## src/logic/acst_pkg.sv

```systemverilog
package acst_pkg;

    // register offsets
    localparam logic [7:0] OFS_VENDOR_CODE        = 8'h00;
    localparam logic [7:0] OFS_FAMILY_CODE        = 8'h01;
    localparam logic [7:0] OFS_PART_CODE          = 8'h02;
    localparam logic [7:0] OFS_SILICON_REVISION   = 8'h03;
    localparam logic [7:0] OFS_X_ACCEL_UPPER_BYTE = 8'h08;
    localparam logic [7:0] OFS_Y_ACCEL_UPPER_BYTE = 8'h09;
    localparam logic [7:0] OFS_Z_ACCEL_UPPER_BYTE = 8'h0A;
    localparam logic [7:0] OFS_CONDITION_FLAGS    = 8'h0B;
    localparam logic [7:0] OFS_QUEUE_COUNT_LOW    = 8'h0C;
    localparam logic [7:0] OFS_QUEUE_COUNT_HIGH   = 8'h0D;
    localparam logic [7:0] OFS_X_ACCEL_LOW_BYTE   = 8'h0E;
    localparam logic [7:0] OFS_X_ACCEL_HIGH_BYTE  = 8'h0F;
    localparam logic [7:0] OFS_LAST_STANDBY_ONLY  = 8'h2C;

    // condition flag bit positions
    localparam int FLG_CONFIG_ERROR = 7;
    localparam int FLG_AWAKE        = 6;
    localparam int FLG_STILLNESS    = 5;
    localparam int FLG_MOTION       = 4;
    localparam int FLG_OVERRUN      = 3;
    localparam int FLG_WATERMARK    = 2;
    localparam int FLG_QUEUE_READY  = 1;
    localparam int FLG_DATA_READY   = 0;

    // reset values
    localparam logic [7:0]  RST_CONDITION_FLAGS = 8'h40;
    localparam logic [7:0]  RST_DATA_BYTE       = 8'h00;
    localparam logic [11:0] RST_SAMPLE          = 12'h000;

    // widths
    localparam int SAMPLE_W = 12;
    localparam int COUNT_W  = 10;

endpackage : acst_pkg

```

## src/logic/acst_regs.sv

```systemverilog
// Operation
// host changes registers up to 0x2C only while sensor is in standby
// fixed read-only vendor, family and part codes at 0x00 to 0x02
// read-only silicon revision at 0x03, first value then plus one per revision
// 0x08 to 0x0A give upper eight bits of x, y, z results
// flag register at 0x0B is read-only and resets to 0x40; code resets it to 0xC0 because bit 7 is also set at reset
// bit 7 set at power-up and soft reset, cleared by any write command; code keeps it set when config_upset comes in the same cycle
// bit 7 also set when an upset corrupts stored configuration
// bit 6 shows awake state; held at 1 unless linked or loop mode; code has no loop mode and follows awake_state only when linked_mode
// bit 5 set when stillness or free-fall detected
// bit 4 set when over-threshold motion detected
// bit 3 set when queue overflows and replaces unread sample
// bit 2 set while queue count reaches programmed watermark
// bit 1 set while at least one sample waits in queue
// bit 0 set on new sample, cleared by queue read
// queue count reported from 0 to 512
// count low byte at 0x0C, two upper bits at 0x0D low positions
// 12-bit x result: low eight bits 0x0E, high four bits 0x0F
// bits 15 to 12 of x high register copy bit 11
// upper-byte registers equal bits 11 to 4 of the same sample
module acst_regs #(
    parameter logic [7:0] VENDOR_CODE    = 8'h5A, // arbitrary value
    parameter logic [7:0] FAMILY_CODE    = 8'h3C, // arbitrary value
    parameter logic [7:0] PART_CODE      = 8'h66, // arbitrary value
    parameter logic [7:0] SILICON_REV    = 8'h07  // arbitrary value
) (
    // clock and reset
    input  wire logic                           ref_clk,
    input  wire logic                           resetn,
    input  wire logic                           soft_reset,
    // register read port
    input  wire logic                           rd_en,
    input  wire logic [7:0]                     rd_addr,
    output logic      [7:0]                     rd_data,
    output logic                                rd_valid,
    // host command events
    input  wire logic                           write_cmd,
    input  wire logic                           queue_read,
    // sample engine
    input  wire logic                           sample_valid,
    input  wire logic [acst_pkg::SAMPLE_W-1:0]  x_sample,
    input  wire logic [acst_pkg::SAMPLE_W-1:0]  y_sample,
    input  wire logic [acst_pkg::SAMPLE_W-1:0]  z_sample,
    // detectors and queue
    input  wire logic                           config_upset,
    input  wire logic                           linked_mode,
    input  wire logic                           awake_state,
    input  wire logic                           stillness_detected,
    input  wire logic                           motion_detected,
    input  wire logic                           queue_overrun,
    input  wire logic [acst_pkg::COUNT_W-1:0]   queue_count,
    input  wire logic [acst_pkg::COUNT_W-1:0]   watermark_level,
    // flag view
    output logic      [7:0]                     condition_flags
);
    import acst_pkg::*;

    logic [SAMPLE_W-1:0] x_held;
    logic [SAMPLE_W-1:0] y_held;
    logic [SAMPLE_W-1:0] z_held;
    logic [COUNT_W-1:0]  count_held;
    logic [7:0]          next_rd_data;

    ////////////////////////////////////////////////////////////////////////
    // sample capture, all axes from one sample
    always_ff @(posedge ref_clk) begin
        if (!resetn || soft_reset) begin
            x_held <= RST_SAMPLE;
            y_held <= RST_SAMPLE;
            z_held <= RST_SAMPLE;
        end else if (sample_valid) begin
            x_held <= x_sample;
            y_held <= y_sample;
            z_held <= z_sample;
        end
    end

    always_ff @(posedge ref_clk) begin
        if (!resetn || soft_reset) begin
            count_held <= '0;
        end else begin
            count_held <= queue_count;
        end
    end

    ////////////////////////////////////////////////////////////////////////
    // condition flags
    always_ff @(posedge ref_clk) begin
        if (!resetn || soft_reset) begin
            condition_flags <= RST_CONDITION_FLAGS;
            condition_flags[FLG_CONFIG_ERROR] <= 1'b1;
        end else begin
            // set wins over clear
            if (config_upset) begin
                condition_flags[FLG_CONFIG_ERROR] <= 1'b1;
            end else if (write_cmd) begin
                condition_flags[FLG_CONFIG_ERROR] <= 1'b0;
            end
            condition_flags[FLG_AWAKE]     <= linked_mode ? awake_state : 1'b1;
            condition_flags[FLG_STILLNESS] <= stillness_detected;
            condition_flags[FLG_MOTION]    <= motion_detected;
            condition_flags[FLG_OVERRUN]   <= queue_overrun;
            condition_flags[FLG_WATERMARK] <= (queue_count >= watermark_level);
            condition_flags[FLG_QUEUE_READY] <= (queue_count != '0);
            if (sample_valid) begin
                condition_flags[FLG_DATA_READY] <= 1'b1;
            end else if (queue_read) begin
                condition_flags[FLG_DATA_READY] <= 1'b0;
            end
        end
    end

    ////////////////////////////////////////////////////////////////////////
    // read decode; write_cmd to registers up to 0x2C assumed in standby
    always_comb begin
        case (rd_addr)
            OFS_VENDOR_CODE:        next_rd_data = VENDOR_CODE;
            OFS_FAMILY_CODE:        next_rd_data = FAMILY_CODE;
            OFS_PART_CODE:          next_rd_data = PART_CODE;
            OFS_SILICON_REVISION:   next_rd_data = SILICON_REV;
            OFS_X_ACCEL_UPPER_BYTE: next_rd_data = x_held[11:4];
            OFS_Y_ACCEL_UPPER_BYTE: next_rd_data = y_held[11:4];
            OFS_Z_ACCEL_UPPER_BYTE: next_rd_data = z_held[11:4];
            OFS_CONDITION_FLAGS:    next_rd_data = condition_flags;
            OFS_QUEUE_COUNT_LOW:    next_rd_data = count_held[7:0];
            OFS_QUEUE_COUNT_HIGH:   next_rd_data = {6'h00, count_held[9:8]};
            OFS_X_ACCEL_LOW_BYTE:   next_rd_data = x_held[7:0];
            OFS_X_ACCEL_HIGH_BYTE:  next_rd_data = {{4{x_held[11]}}, x_held[11:8]};
            default:                next_rd_data = RST_DATA_BYTE;
        endcase
    end

    always_ff @(posedge ref_clk) begin
        if (!resetn) begin
            rd_data  <= RST_DATA_BYTE;
            rd_valid <= 1'b0;
        end else begin
            rd_data  <= rd_en ? next_rd_data : rd_data;
            rd_valid <= rd_en;
        end
    end

endmodule : acst_regs

```

## config.mk

```make
export PLATFORM = sky130hd
export DESIGN_NAME = acst_regs
export DESIGN_NICKNAME = d
export VERILOG_FILES = /design/src/logic/acst_pkg.sv /design/src/logic/acst_regs.sv
export SDC_FILE = /design/constraint.sdc
export NUM_CORES = 1
export LEC_CHECK = 0
export ABC_AREA = 0
export BUFFER_PORTS_ARGS = -buffer_cell sky130_fd_sc_hd__clkbuf_2
export CAP_MARGIN = 40
export CORE_MARGIN = 1.5
export CORE_UTILIZATION = 35
export DETAILED_ROUTE_END_ITERATION = 16
export MAX_ROUTING_LAYER = met4
export PLACE_DENSITY = 0.62
export SLEW_MARGIN = 20
export SYNTH_ARGS = -nofsm -noshare
export SYNTH_HDL_FRONTEND = slang
export SYNTH_SLANG_ARGS = --single-unit
```

## constraint.sdc

```tcl
create_clock -name ref_clk -period 2.2 [get_ports ref_clk]
set_clock_uncertainty 0.2 [all_clocks]
set_input_delay 0.22 -clock ref_clk [delete_from_list [all_inputs] [get_ports ref_clk]]
set_output_delay 0.22 -clock ref_clk [all_outputs]
set_load 0.03 [all_outputs]
```

Word level (Yosys, flattened, before mapping)
Cells that the tools add are included.
{"block": "totals", "output_inout_bits": 17, "inputBits": 77, "elab_cells": 33, "mem_count": 0, "romBits": 0, "ram_bits": 0, "reg_bits": 63, "latch_bits": 0}
{"block": "classes", "shift": 0, "reduce_logical": 7, "order_cmp": 1, "multipliers": 0, "div": 0, "bitwise": 1, "mux": 3, "n_eq_ne": 11, "addsub": 0}
{"op": "$pmux W8 S12", "n": 1}
{"op": "$eq A8 B4 Y1 const B", "n": 8}
{"op": "$eq A8 B2 Y1 const B", "n": 2}
{"op": "$ge A10 B10 Y1", "n": 1}
{"op": "$reduce_bool A10 Y1", "n": 1}
{"op": "$eq A8 B1 Y1 const B", "n": 1}
{"op": "$logic_not A8 Y1", "n": 1}
{"op": "$reduce_or A2 Y1", "n": 2}
{"op": "$mux W1", "n": 2}
{"op": "$reduce_bool A2 Y1", "n": 1}
{"op": "$logic_not A1 Y1", "n": 1}
{"op": "$logic_or A1 B1 Y1", "n": 1}
{"op": "$not A1 Y1", "n": 1}

Longest topological paths before layout
Gate-level depths: netlist of run 1.
{"block": "logic_depth", "ltp_word": 3, "depth_mapped": 7, "depth_no_buf": 7}

Worst setup path before layout of run 1
Ideal clock, no wire load.
{"block": "synth_timing", "path_type": "input port to flip-flop", "from": "input rd_addr[0]", "to": "register rd_data[0]", "setup_time_ps": 122, "path_buffers": 2, "cell_stages": 7, "path_slack_ps": 603, "t_required_ps": 1878, "arrival_time_ps": 1275, "path_cell_list": "buf_4 buf_4 clkinv_1 a211oi_1 a311oi_1 nor4_1 nor2_1"}
{"block": "synth_between", "elab_chain_cells": 2, "elab_cells_between_ends": 13, "cone_classes": "eq/ne (11); mux (1); reduce/logical (1)"}
{"item": "from (decl)", "line": "acst_regs.sv:33", "source": "input wire logic [7:0] rd_addr,"}
{"item": "$eq A8 B4 Y1, or another cell as far along", "line": "acst_regs.sv:116", "source": "case (rd_addr)"}
{"item": "$pmux W8 S12 (*)", "line": "acst_regs.sv:116"}
{"item": "to (signal assigned)", "line": "acst_regs.sv:138", "source": "rd_data <= rd_en ? next_rd_data : rd_data;"}
{"item": "to (decl)", "line": "acst_regs.sv:34", "source": "output logic [7:0] rd_data,"}
Mark *: on every way between the ends. The rest lies on a longest branch, timed or not.
A chain may end at the register's enable or synchronous reset.

Final worst setup path of run 1
{"block": "layout_timing", "from": "input queue_count[0] (netlist name)", "to": "register condition_flags[2]"}
{"block": "layout_between", "elab_chain_cells": 1}
{"item": "from (decl)", "line": "acst_regs.sv:51", "source": "input wire logic [acst_pkg::COUNT_W-1:0] queue_count,"}
{"item": "$ge A10 B10 Y1", "line": "acst_regs.sv:103", "source": "condition_flags[FLG_WATERMARK] <= (queue_count >= watermark_level);"}
{"item": "to (signal, indexed assignment)", "line": "acst_regs.sv:102", "source": "condition_flags[FLG_OVERRUN] <= queue_overrun;"}
{"item": "to (signal, indexed assignment)", "line": "acst_regs.sv:103"}
{"item": "to (signal, indexed assignment)", "line": "acst_regs.sv:104", "source": "condition_flags[FLG_QUEUE_READY] <= (queue_count != '0);"}
{"item": "to (decl)", "line": "acst_regs.sv:54", "source": "output logic [7:0] condition_flags"}
Every way passes these cells.

==> results of run 1 <==
==> worst max-delay path, cell delays in order <==
cell and delay, ps:
dlygate4sd3_1 520, clkbuf_2 100, inv_1 50, ha_1 280
o21ai_0 200, a21oi_1 120, o41ai_1 270, a21oi_1 110
==> registers in the layout (all words and copies together), names as in the netlist <==
signal,cells
rd_valid,1
z_held,8
x_held,12
count_held,10
rd_data,8
y_held,8
condition_flags,8
==> routing by layer <==
metal  share of wire  track usage  vias up
met5               0            -        -
met4           0.017       0.0586        0
met3           0.039       0.0320       12
met2            0.50        0.313       77
met1            0.45        0.209     1182
li1                -            -     1309
==> final timing paths <==
check	cells past startpoint	endpoint	startpoint
worst max-delay path	8	condition_flags[2]$_SDFF_PP0_	queue_count[0]
worst min-delay path	2	rd_data[6]$_SDFFE_PN0P_	resetn
worst max register to register	4	rd_data[7]$_SDFFE_PN0P_	x_held[11]$_SDFFE_PP0P_
worst min register to register	2	rd_data[2]$_SDFFE_PN0P_	rd_data[2]$_SDFFE_PN0P_
==> metrics by stage <==
| stage | total power (uW) | cells | area (um2) | hold slack [ps] |
|---|---|---|---|---|
| final | 1960 | 529 | 3780 | 73.0 |
| after floorplan | 1260 | 301 | 2700 | 106 |
| after detailed placement | 1380 | 475 | 3240 | 206 |
| after global placement | 1380 | 475 | 3240 | 204 |
| after CTS | 1990 | 529 | 3780 | 68.8 |
| after global routing | 2070 | 529 | 3780 | 91.3 |
==> cell usage in the layout (no fill, tap or decap), types with 5 or more instances in the layout <==
cell type,count
o21ai_0,15
dlygate4sd3_1,46
and2_1,15
a211oi_1,5
nor2b_1,7
clkbuf_8,5
mux2i_1,34
ha_1,10
inv_1,16
nand2_1,13
buf_4,7
dfxtp_1,55
a21oi_1,20
nor2_1,40
clkbuf_2,85
==> power by group <==
group,switching (uW),total (uW),internal [uW]
Combinational,183,378,194
Sequential,18.7,1050,1030
Clock,314,537,223
==> final cells by class <==
cell class                      instances  area (um2)  share of cell area
Sequential cell                        55        1100               0.291
Multi-Input combinational cell        210        1450               0.383
Clock buffer                            6        72.6              0.0192
Inverter                               18        67.6              0.0179
Timing Repair Buffer                  139         958               0.253
Clock inverter                          2        12.5             0.00331
Tap cell                               99         124              0.0327
==> logic make-up (layout without fill, tap and decap cells) <==
logic type	after synthesis	after routing
flip-flops	55	55
multiplexers	40	40
adder cells (fa/ha/maj)	10	10
AO/OA/AOI/OAI	65	65
AND/OR/NAND/NOR	95	95
buffers and inverters	36	165
==> impl_results.md, run 1 <==
* Largest net degree at the start of global routing at 32
* Postcts setup bufs at 0
* Mapped Cells at 301
* Initial antenna violation count at 0
* Worst min-delay path category: primary input to flip-flop
* Vias at 2580
* Full die area at 8250 um2
* Width of the die at 90.8 um
* Final setup viols at 0
* Number of flops mapped to enable cells by yosys at 0
* Ant diodes at 0
* Vias in the first global route at 2579
* Final hold violation count at 0
* XOR/XNOR Fraction of Synth Area at 0
* Relative slew slack at 0.711
* Slew @ Worst Pin at 433 ps
* TritonRoute pass-1 iters at 4
* CTS tree: built
* # port buffers at 85
* CP arrival at 1880 ps
* Synth top cells by count: 55 x dfxtp_1, 40 x nor2_1, 34 x mux2i_1
* Synth Area in Adders at 0.0464
* CTS Sinks at 55
* Area grow syn2layout at 40.2%
* Initial core utilization at 0.366
* Setup ws final at 303 ps
* Reg-to-reg slack, setup at 690 ps
* Num CTS Buffers at 5
* IR drop worst, VDD at 0.223 mV
* CP Data Required Time at 2190 ps
* Global route total overflow at 0
* H-Tree Depth at 2
* Ys Warns at 0
* DR DRC count at 0
* Final clock period utilization by the worst path at 0.862
* Mux share of post-synthesis cell area at 0.159
* Register area share after synthesis at 0.408
* Post-CTS sizing at 0
* Synth Area in Simple Gates at 0.178
* Top-area cell type share of the netlist area at 0.408
* F_max at 527 MHz
* Drt via density at 4.88
* Max-cap violations at 0
* Clock Tree Root: clkbuf_8
* Post-route ant nets at 0
* Hpwl dp at 5160 um
* Slew Viols, Final at 0
* Leak pwr at 0.00172 uW
* Mapped Area at 2700 um2
* Setup crit end kind: flip-flop
* Clock latency on the worst-skew pair at 310 ps
* Setup TNS at 0 ps
* Global-route wire length before repair at 11600 um
* Largest area contributor in the netlist: dfxtp_1
* Synth async-reset ratio at 0
* I/O pins at 94
* Syn_area_per_cell at 8.97 um2
* Crit path time final at 1900 ps
* Drt wl/cell at 13.2 um
* Top post-synthesis cells by area: dfxtp_1 41%, mux2i_1 13%, nor2_1 5.6%, ha_1 4.6%, a21oi_1 3.7%
* Max clock buf depth at 2
* Status: finished, final reports clean
* Post-synthesis compound-gate area fraction at 0.153
* RSZ-0062 raised after global routing: no
* DR iter-0 viols at 90
* Setup WS pre-CTS at 387 ps
* CP startpoint kind: primary input
* Crit path kind: primary input to flip-flop
* Most common cell in the netlist: dfxtp_1
* Filler Cells Inserted at 716
* Share of the core filled with cells at 0.514
* Die span in y at 90.8 um
* Seq cells post-synth at 55
* Top FF cell, synth: dfxtp_1
* Worst-path clk slew at 100 ps
* PD cells at 519 nW/um2
* Total track usage at 0.180
* CTS Hold Buffers Added at 46
* Fin nets at 516
* Routed WL at 6970 um
* Share of cells above drive strength 1 at 0.258
* Largest family of logic cells by synthesized area: simple AND/OR/NAND/NOR gates
* CP max FO at 2
* Row count at 31
* Distinct cells, synth at 41
* RD Place Congestion at 0.922
* Synth Net Count at 388
* Core ar. at 7370 um2
Note: power is estimated with default switching activity, not from simulation.
==> run 2, diff against run 1 <==
--- a/config.mk
+++ b/config.mk
@@ -6,13 +6,13 @@
 export NUM_CORES = 1
 export LEC_CHECK = 0
 export ABC_AREA = 0
-export BUFFER_PORTS_ARGS = -buffer_cell sky130_fd_sc_hd__clkbuf_2
 export CAP_MARGIN = 40
 export CORE_MARGIN = 1.5
 export CORE_UTILIZATION = 35
 export DETAILED_ROUTE_END_ITERATION = 16
+export DONT_BUFFER_PORTS = 1
 export MAX_ROUTING_LAYER = met4
-export PLACE_DENSITY = 0.62
+export PLACE_DENSITY = 0.53
 export SLEW_MARGIN = 20
 export SYNTH_ARGS = -nofsm -noshare
 export SYNTH_HDL_FRONTEND = slang
==> constraint.sdc (replaced) <==
create_clock -name ref_clk -period 2.4 [get_ports ref_clk]
set_clock_uncertainty 0.2 [all_clocks]
set_input_delay 0.24 -clock ref_clk [delete_from_list [all_inputs] [get_ports ref_clk]]
set_output_delay 0.24 -clock ref_clk [all_outputs]
set_load 0.03 [all_outputs]
==> run 2 against run 1 <==
Total power decreased by 7.8%. Worst hold slack got worse by 61 ps. Combinational power decreased by 36%. Die area unchanged. Critical path depth decreased by 2. Non-clock buffer count decreased by 85. Sequential share of layout area increased by 3.4 points. Count of clock-buffer cells in the layout unchanged. Critical path type unchanged. Flip-flop and latch count unchanged. Largest cell class unchanged. Cell area decreased by 10%.
==> impl_results.md, run 2 (same netlist as run 1, synthesis figures left out) <==
* Share of cells above drive strength 1 at 0.0581 (was 0.258)
* Status: finished, final reports clean (unchanged)
* TritonRoute pass-1 iters at 4 (unchanged)
* DR iter-0 viols at 137 (was 90)
* Largest net degree at the start of global routing at 33 (was 32)
* Global route total overflow at 0 (unchanged)
* CP Data Required Time at 2450 ps (was 2190 ps)
* IR drop worst, VDD at 0.213 mV (was 0.223 mV)
* Crit path kind: primary input to flip-flop (unchanged)
* Biggest register: x_held (unchanged)
* DR DRC count at 0 (unchanged)
* Max-cap violations at 0 (unchanged)
* Area after DPL at 2760 um2 (was 3240 um2)
* Hpwl dp at 4900 um (was 5160 um)
* Worst-path clk slew at 90 ps (was 100 ps)
* Drt wl/cell at 15.3 um (was 13.2 um)
* Regs by FF count: x_held x12, count_held x10 (unchanged)
* Overall power at 1810 uW (was 1960 uW)
* H-Tree Depth at 2 (unchanged)
* Clock Tree Root: clkbuf_8 (unchanged)
* Relative slew slack at 0.626 (was 0.711)
* Slew Viols, Final at 0 (unchanged)
* Routed WL at 6780 um (was 6970 um)
* Num CTS Buffers at 5 (unchanged)
* Final instance area at 3390 um2 (was 3780 um2)
* Most common cell after layout, fill and taps aside: dfxtp_1 (was clkbuf_2)
* Ant diodes at 0 (unchanged)
* Number of flip-flops in the largest register at 12 (unchanged)
* Fin nets at 431 (was 516)
* Total track usage at 0.177 (was 0.180)
* PD cells at 534 nW/um2 (was 519 nW/um2)
* Clock latency on the worst-skew pair at 310 ps (about the same)
* CP startpoint kind: primary input (unchanged)
* Initial antenna violation count at 0 (unchanged)
* CTS Sinks at 55 (unchanged)
* Max clock buf depth at 2 (unchanged)
* Leak pwr at 0.00137 uW (was 0.00172 uW)
* Final hold violation count at 0 (unchanged)
* Die span in y at 90.8 um (unchanged)
* CP max FO at 9 (was 2)
* CTS tree: built (unchanged)
* Width of the die at 90.8 um (unchanged)
* Full die area at 8250 um2 (unchanged)
* Drt via density at 5.05 (was 4.88)
* Slew @ Worst Pin at 557 ps (was 433 ps)
* Vias at 2236 (was 2580)
* Area grow syn2layout at 25.6% (was 40.2%)
* RD Place Congestion at 0.859 (was 0.922)
* # port buffers at 0 (was 85)
* Worst min-delay path category: primary input to flip-flop (unchanged)
* RSZ-0062 raised after global routing: no (unchanged)
* Final clock period utilization by the worst path at 0.919
* Row count at 31 (unchanged)
* Setup crit end kind: flip-flop (unchanged)
* Core ar. at 7370 um2 (unchanged)
* I/O pins at 94 (unchanged)
* F_max at 453 MHz
* Commonest cells after routing, fill and taps aside: 55 x dfxtp_1, 51 x dlygate4sd3_1, 40 x nor2_1 (was 85 x clkbuf_2, 55 x dfxtp_1, 46 x dlygate4sd3_1)
* Final setup viols at 0 (unchanged)
* Crit path time final at 2210 ps
* Initial core utilization at 0.366 (unchanged)
* Vias in the first global route at 2288 (was 2579)
* Post-route ant nets at 0 (unchanged)
* Setup TNS at 0 ps (unchanged)
* CP arrival at 2260 ps (was 1880 ps)
* Global-route wire length before repair at 11400 um (was 11600 um)
## run 2: layout make-up
class | count | area [um2]
fillers | 766 | 3980
clock buffers | 6 | 72.6
flip-flops and latches | 55 | 1100
inverters | 18 | 67.6
repair buffers | 54 | 546
multi-input cells | 210 | 1450
well taps | 99 | 124
clock inverters | 1 | 30.0
## run 2: worst paths after layout
check,cells after the start,startpoint,slack [ps],to
worst max-delay path,6,rd_en,190,rd_data[6]$_SDFFE_PN0P_
worst min-delay path,3,soft_reset,10,condition_flags[7]$_SDFFE_PP1P_
worst max register to register,5,condition_flags[6]$_SDFF_PP1_,300,rd_data[6]$_SDFFE_PN0P_
worst min register to register,2,z_held[5]$_SDFFE_PP0P_,300,z_held[5]$_SDFFE_PP0P_
## run 2: metal layers
layer  track usage  up-vias  routed length (um)
met5             -        -                   0
met4        0.0534        0                  87
met3        0.0471        8                 396
met2         0.292       68                3300
met1         0.211     1032                2990
li1              -     1128                   -
## run 2: report_power, final
group | internal (uW) | switching (uW) | total (uW) | leakage (uW)
Sequential | 943 | 36.8 | 980 | 0.000449
Clock | 306 | 283 | 589 | 0.0000513
Combinational | 137 | 104 | 241 | 0.000871
## run 2: metrics by stage
stage	util	std cells	hold slack, ps	setup slack, ps
final	0.460	443	12.1	195
after CTS	0.460	443	10.7	189
after global placement	0.374	384	141	647
after floorplan	-	301	126	783
after detailed placement	0.374	384	146	625
after global routing	0.460	443	9.32	108
## run 2: critical path, cell delays in order
cell and delay [ps]:
dlygate4sd3_1 720, inv_1 170, a211oi_4 310, o21a_1 180, o21a_1 110, dlygate4sd3_1 530
## run 2: what timing repair did
action,in CTS,in global routing
buffers inserted,0,0
resized for setup,0,0
hold buffers,52,0
hold endpoints to repair,54,0
==> run 3, diff against run 2 <==
--- a/config.mk
+++ b/config.mk
@@ -8,11 +8,11 @@
 export ABC_AREA = 0
 export CAP_MARGIN = 40
 export CORE_MARGIN = 1.5
-export CORE_UTILIZATION = 35
+export CORE_UTILIZATION = 67
 export DETAILED_ROUTE_END_ITERATION = 16
 export DONT_BUFFER_PORTS = 1
 export MAX_ROUTING_LAYER = met4
-export PLACE_DENSITY = 0.53
+export PLACE_DENSITY = 0.87
 export SLEW_MARGIN = 20
 export SYNTH_ARGS = -nofsm -noshare
 export SYNTH_HDL_FRONTEND = slang
==> run 3 against run 2 <==
Combinational power rose by 8.3%. Wire length rose by 21%. Final cell count fell by 11%. Utilization rose by 43 points. Critical path type unchanged. Critical endpoint is now rd_data[3]$_SDFFE_PN0P_.
==> impl_results.md, run 3 (same netlist as run 1, synthesis figures left out) <==
* Status: finished, final reports clean (unchanged)
* P_int at 1390 uW (about the same)
* Final clock period utilization by the worst path at 0.967 (was 0.919)
* Crit path kind: primary input to flip-flop (unchanged)
* Vias in the first global route at 2514 (was 2288)
* Initial antenna violation count at 0 (unchanged)
* CTS Hold Buffers Added at 53 (was 52)
* Post-CTS sizing at 0 (unchanged)
* Leak pwr at 0.00138 uW (was 0.00137 uW)
* # port buffers at 0 (unchanged)
* Post-route ant nets at 0 (unchanged)
* Share of cells above drive strength 1 at 0.0609 (was 0.0581)
* Full die area at 4420 um2 (was 8250 um2)
* CP max FO at 12 (was 9)
* PD cells at 560 nW/um2 (was 534 nW/um2)
* Largest net degree at the start of global routing at 32 (was 33)
* Global route total overflow at 0 (unchanged)
* Width of the die at 66.5 um (was 90.8 um)
* Area after DPL at 2690 um2 (was 2760 um2)
* Global-route wire length before repair at 12300 um (was 11400 um)
* CP Data Required Time at 2460 ps (was 2450 ps)
* Slew @ Worst Pin at 814 ps (was 557 ps)
* Total track usage at 0.394 (was 0.177)
* Clock share of power at 0.334 (was 0.325)
* RSZ-0062 raised after global routing: no (unchanged)
* Commonest cells after routing, fill and taps aside: 55 x dfxtp_1, 52 x dlygate4sd3_1, 40 x nor2_1 (was 55 x dfxtp_1, 51 x dlygate4sd3_1, 40 x nor2_1)
* Regs by FF count: x_held x12, count_held x10 (unchanged)
* H-Tree Depth at 2 (unchanged)
* Slew Viols, Final at 0 (unchanged)
* Crit path time final at 2320 ps (was 2210 ps)
* Filler Cells Inserted at 149 (was 766)
* Max clock buf depth at 2 (unchanged)
* Combinational Power Share at 0.140 (was 0.133)
* F_max at 431 MHz (was 453 MHz)
* TritonRoute pass-1 iters at 5 (was 4)
* Max stage delay on crit path at 780 ps (was 720 ps)
* Sequential share of power at 0.526 (was 0.541)
* Number of flip-flops in the largest register at 12 (unchanged)
* Relative slew slack at 0.456 (was 0.626)
* CTS tree: built (unchanged)
* Critical-path top delay cell: dlygate4sd3_1 (unchanged)
* Clock latency on the worst-skew pair at 320 ps (was 310 ps)
* IR drop worst, VDD at 0.557 mV (was 0.213 mV)
* Num CTS Buffers at 5 (unchanged)
* Final hold violation count at 0 (unchanged)
* Fin nets at 431 (unchanged)
* Routed WL at 8200 um (was 6780 um)
* Worst-path clk slew at 90 ps (about the same)
* Switching part of the total power at 0.256 (was 0.234)
* Hold path cells at 3 (unchanged)
* CTS Sinks at 55 (unchanged)
* Worst path cell trace: dlygate4sd3_1 > inv_1 > a211oi_4 > o21ai_0 > a21oi_1 > dlygate4sd3_1 (was dlygate4sd3_1 > inv_1 > a211oi_4 > o21a_1 > o21a_1 > dlygate4sd3_1)
* Drt wl/cell at 20.9 um (was 15.3 um)
* NetSw at 478 uW (was 424 uW)
* R2R depth at 5 (unchanged)
* Die span in y at 66.5 um (was 90.8 um)
* Drt via density at 6.55 (was 5.05)
* Worst min-delay path category: primary input to flip-flop (unchanged)
* Setup crit end kind: flip-flop (unchanged)
* CP startpoint kind: primary input (unchanged)
* Core ar. at 3770 um2 (was 7370 um2)
* Vias at 2574 (was 2236)
* Overall power at 1870 uW (was 1810 uW)
* Setup TNS at 0 ps (unchanged)
* Seq. cell area at 1100 um2 (unchanged)
* Postcts setup bufs at 0 (unchanged)
* Final instance area at 3340 um2 (was 3390 um2)
* DR iter-0 viols at 426 (was 137)
* Most common cell after layout, fill and taps aside: dfxtp_1 (unchanged)
* Most Frequent Cell on Critical Path: dlygate4sd3_1
* CP arrival at 2380 ps (was 2260 ps)
* Clock Tree Root: clkbuf_8 (unchanged)
* I/O pins at 94 (unchanged)
* Final setup viols at 0 (unchanged)
* DR DRC count at 0 (unchanged)
* Row count at 22 (was 31)
* Ant diodes at 0 (unchanged)
* Multi-input gate area at 1450 um2 (unchanged)
* RD Place Congestion at 0.914 (was 0.859)
* Hpwl dp at 4230 um (was 4900 um)
* Max-cap violations at 0 (unchanged)
* Area grow syn2layout at 23.7% (was 25.6%)
* Biggest register: x_held (unchanged)
* Initial core utilization at 0.716 (was 0.366)
run 3: cell types whose count changed in the layout (fill, tap and decap cells not counted):
cell	before	now
buf_4	2	1
clkbuf_1	1	0
clkinv_2	0	1
clkinv_4	0	1
dlygate4sd3_1	51	52
run 3: power groups by stage:
| stage | logic [uW] | registers [uW] | clock network (uW) |
|---|---|---|---|
| finish | 261 | 984 | 624 |
| global route | 277 | 986 | 656 |
| CTS | 239 | 980 | 616 |
| detailed placement | 150 | 1000 | 0 |
| global placement | 143 | 1000 | 0 |
| floorplan | 159 | 994 | 0 |
run 3: final cells by class:
cell class | instances | share of cell area
multi-input combinational | 210 | 0.434
sequential | 55 | 0.330
timing repair buffer | 54 | 0.164
clock buffer | 5 | 0.0206
inverter | 18 | 0.0202
tap | 48 | 0.0180
clock inverter | 3 | 0.0131
run 3: worst paths after layout:
path                                  from                 endpoint  slack (ps)
min reg2reg        y_held[11]$_SDFFE_PP0P_  y_held[11]$_SDFFE_PP0P_         310
max                                  rd_en  rd_data[3]$_SDFFE_PN0P_          80
max reg2reg  condition_flags[3]$_SDFF_PP0_  rd_data[3]$_SDFFE_PN0P_         330
min                             rd_addr[2]  rd_data[2]$_SDFFE_PN0P_          10
run 3: routing by layer:
| layer | track usage | up-vias | wire length [um] |
|---|---|---|---|
| met2 | 0.659 | 199 | 4040 |
| met4 | 0.186 | 0 | 402 |
| met1 | 0.435 | 1196 | 2960 |
| met3 | 0.110 | 45 | 805 |
| met5 | - | - | 0 |
| li1 | - | 1134 | - |
run 3: critical path: cells and delay by family:
kind	cells	cell delay, ps
AO/OA/AOI/OAI	3	600
buffers and inverters	3	1530
run 3: through the flow:
stage	std cells	hold slack, ps	utilization	worst slack, ps
floorplan	301	126	-	783
global placement	332	129	0.712	694
detailed placement	332	146	0.712	692
CTS	393	1.10	0.885	190
global route	393	39.9	0.885	1.31
finish	393	11.5	0.885	80.3
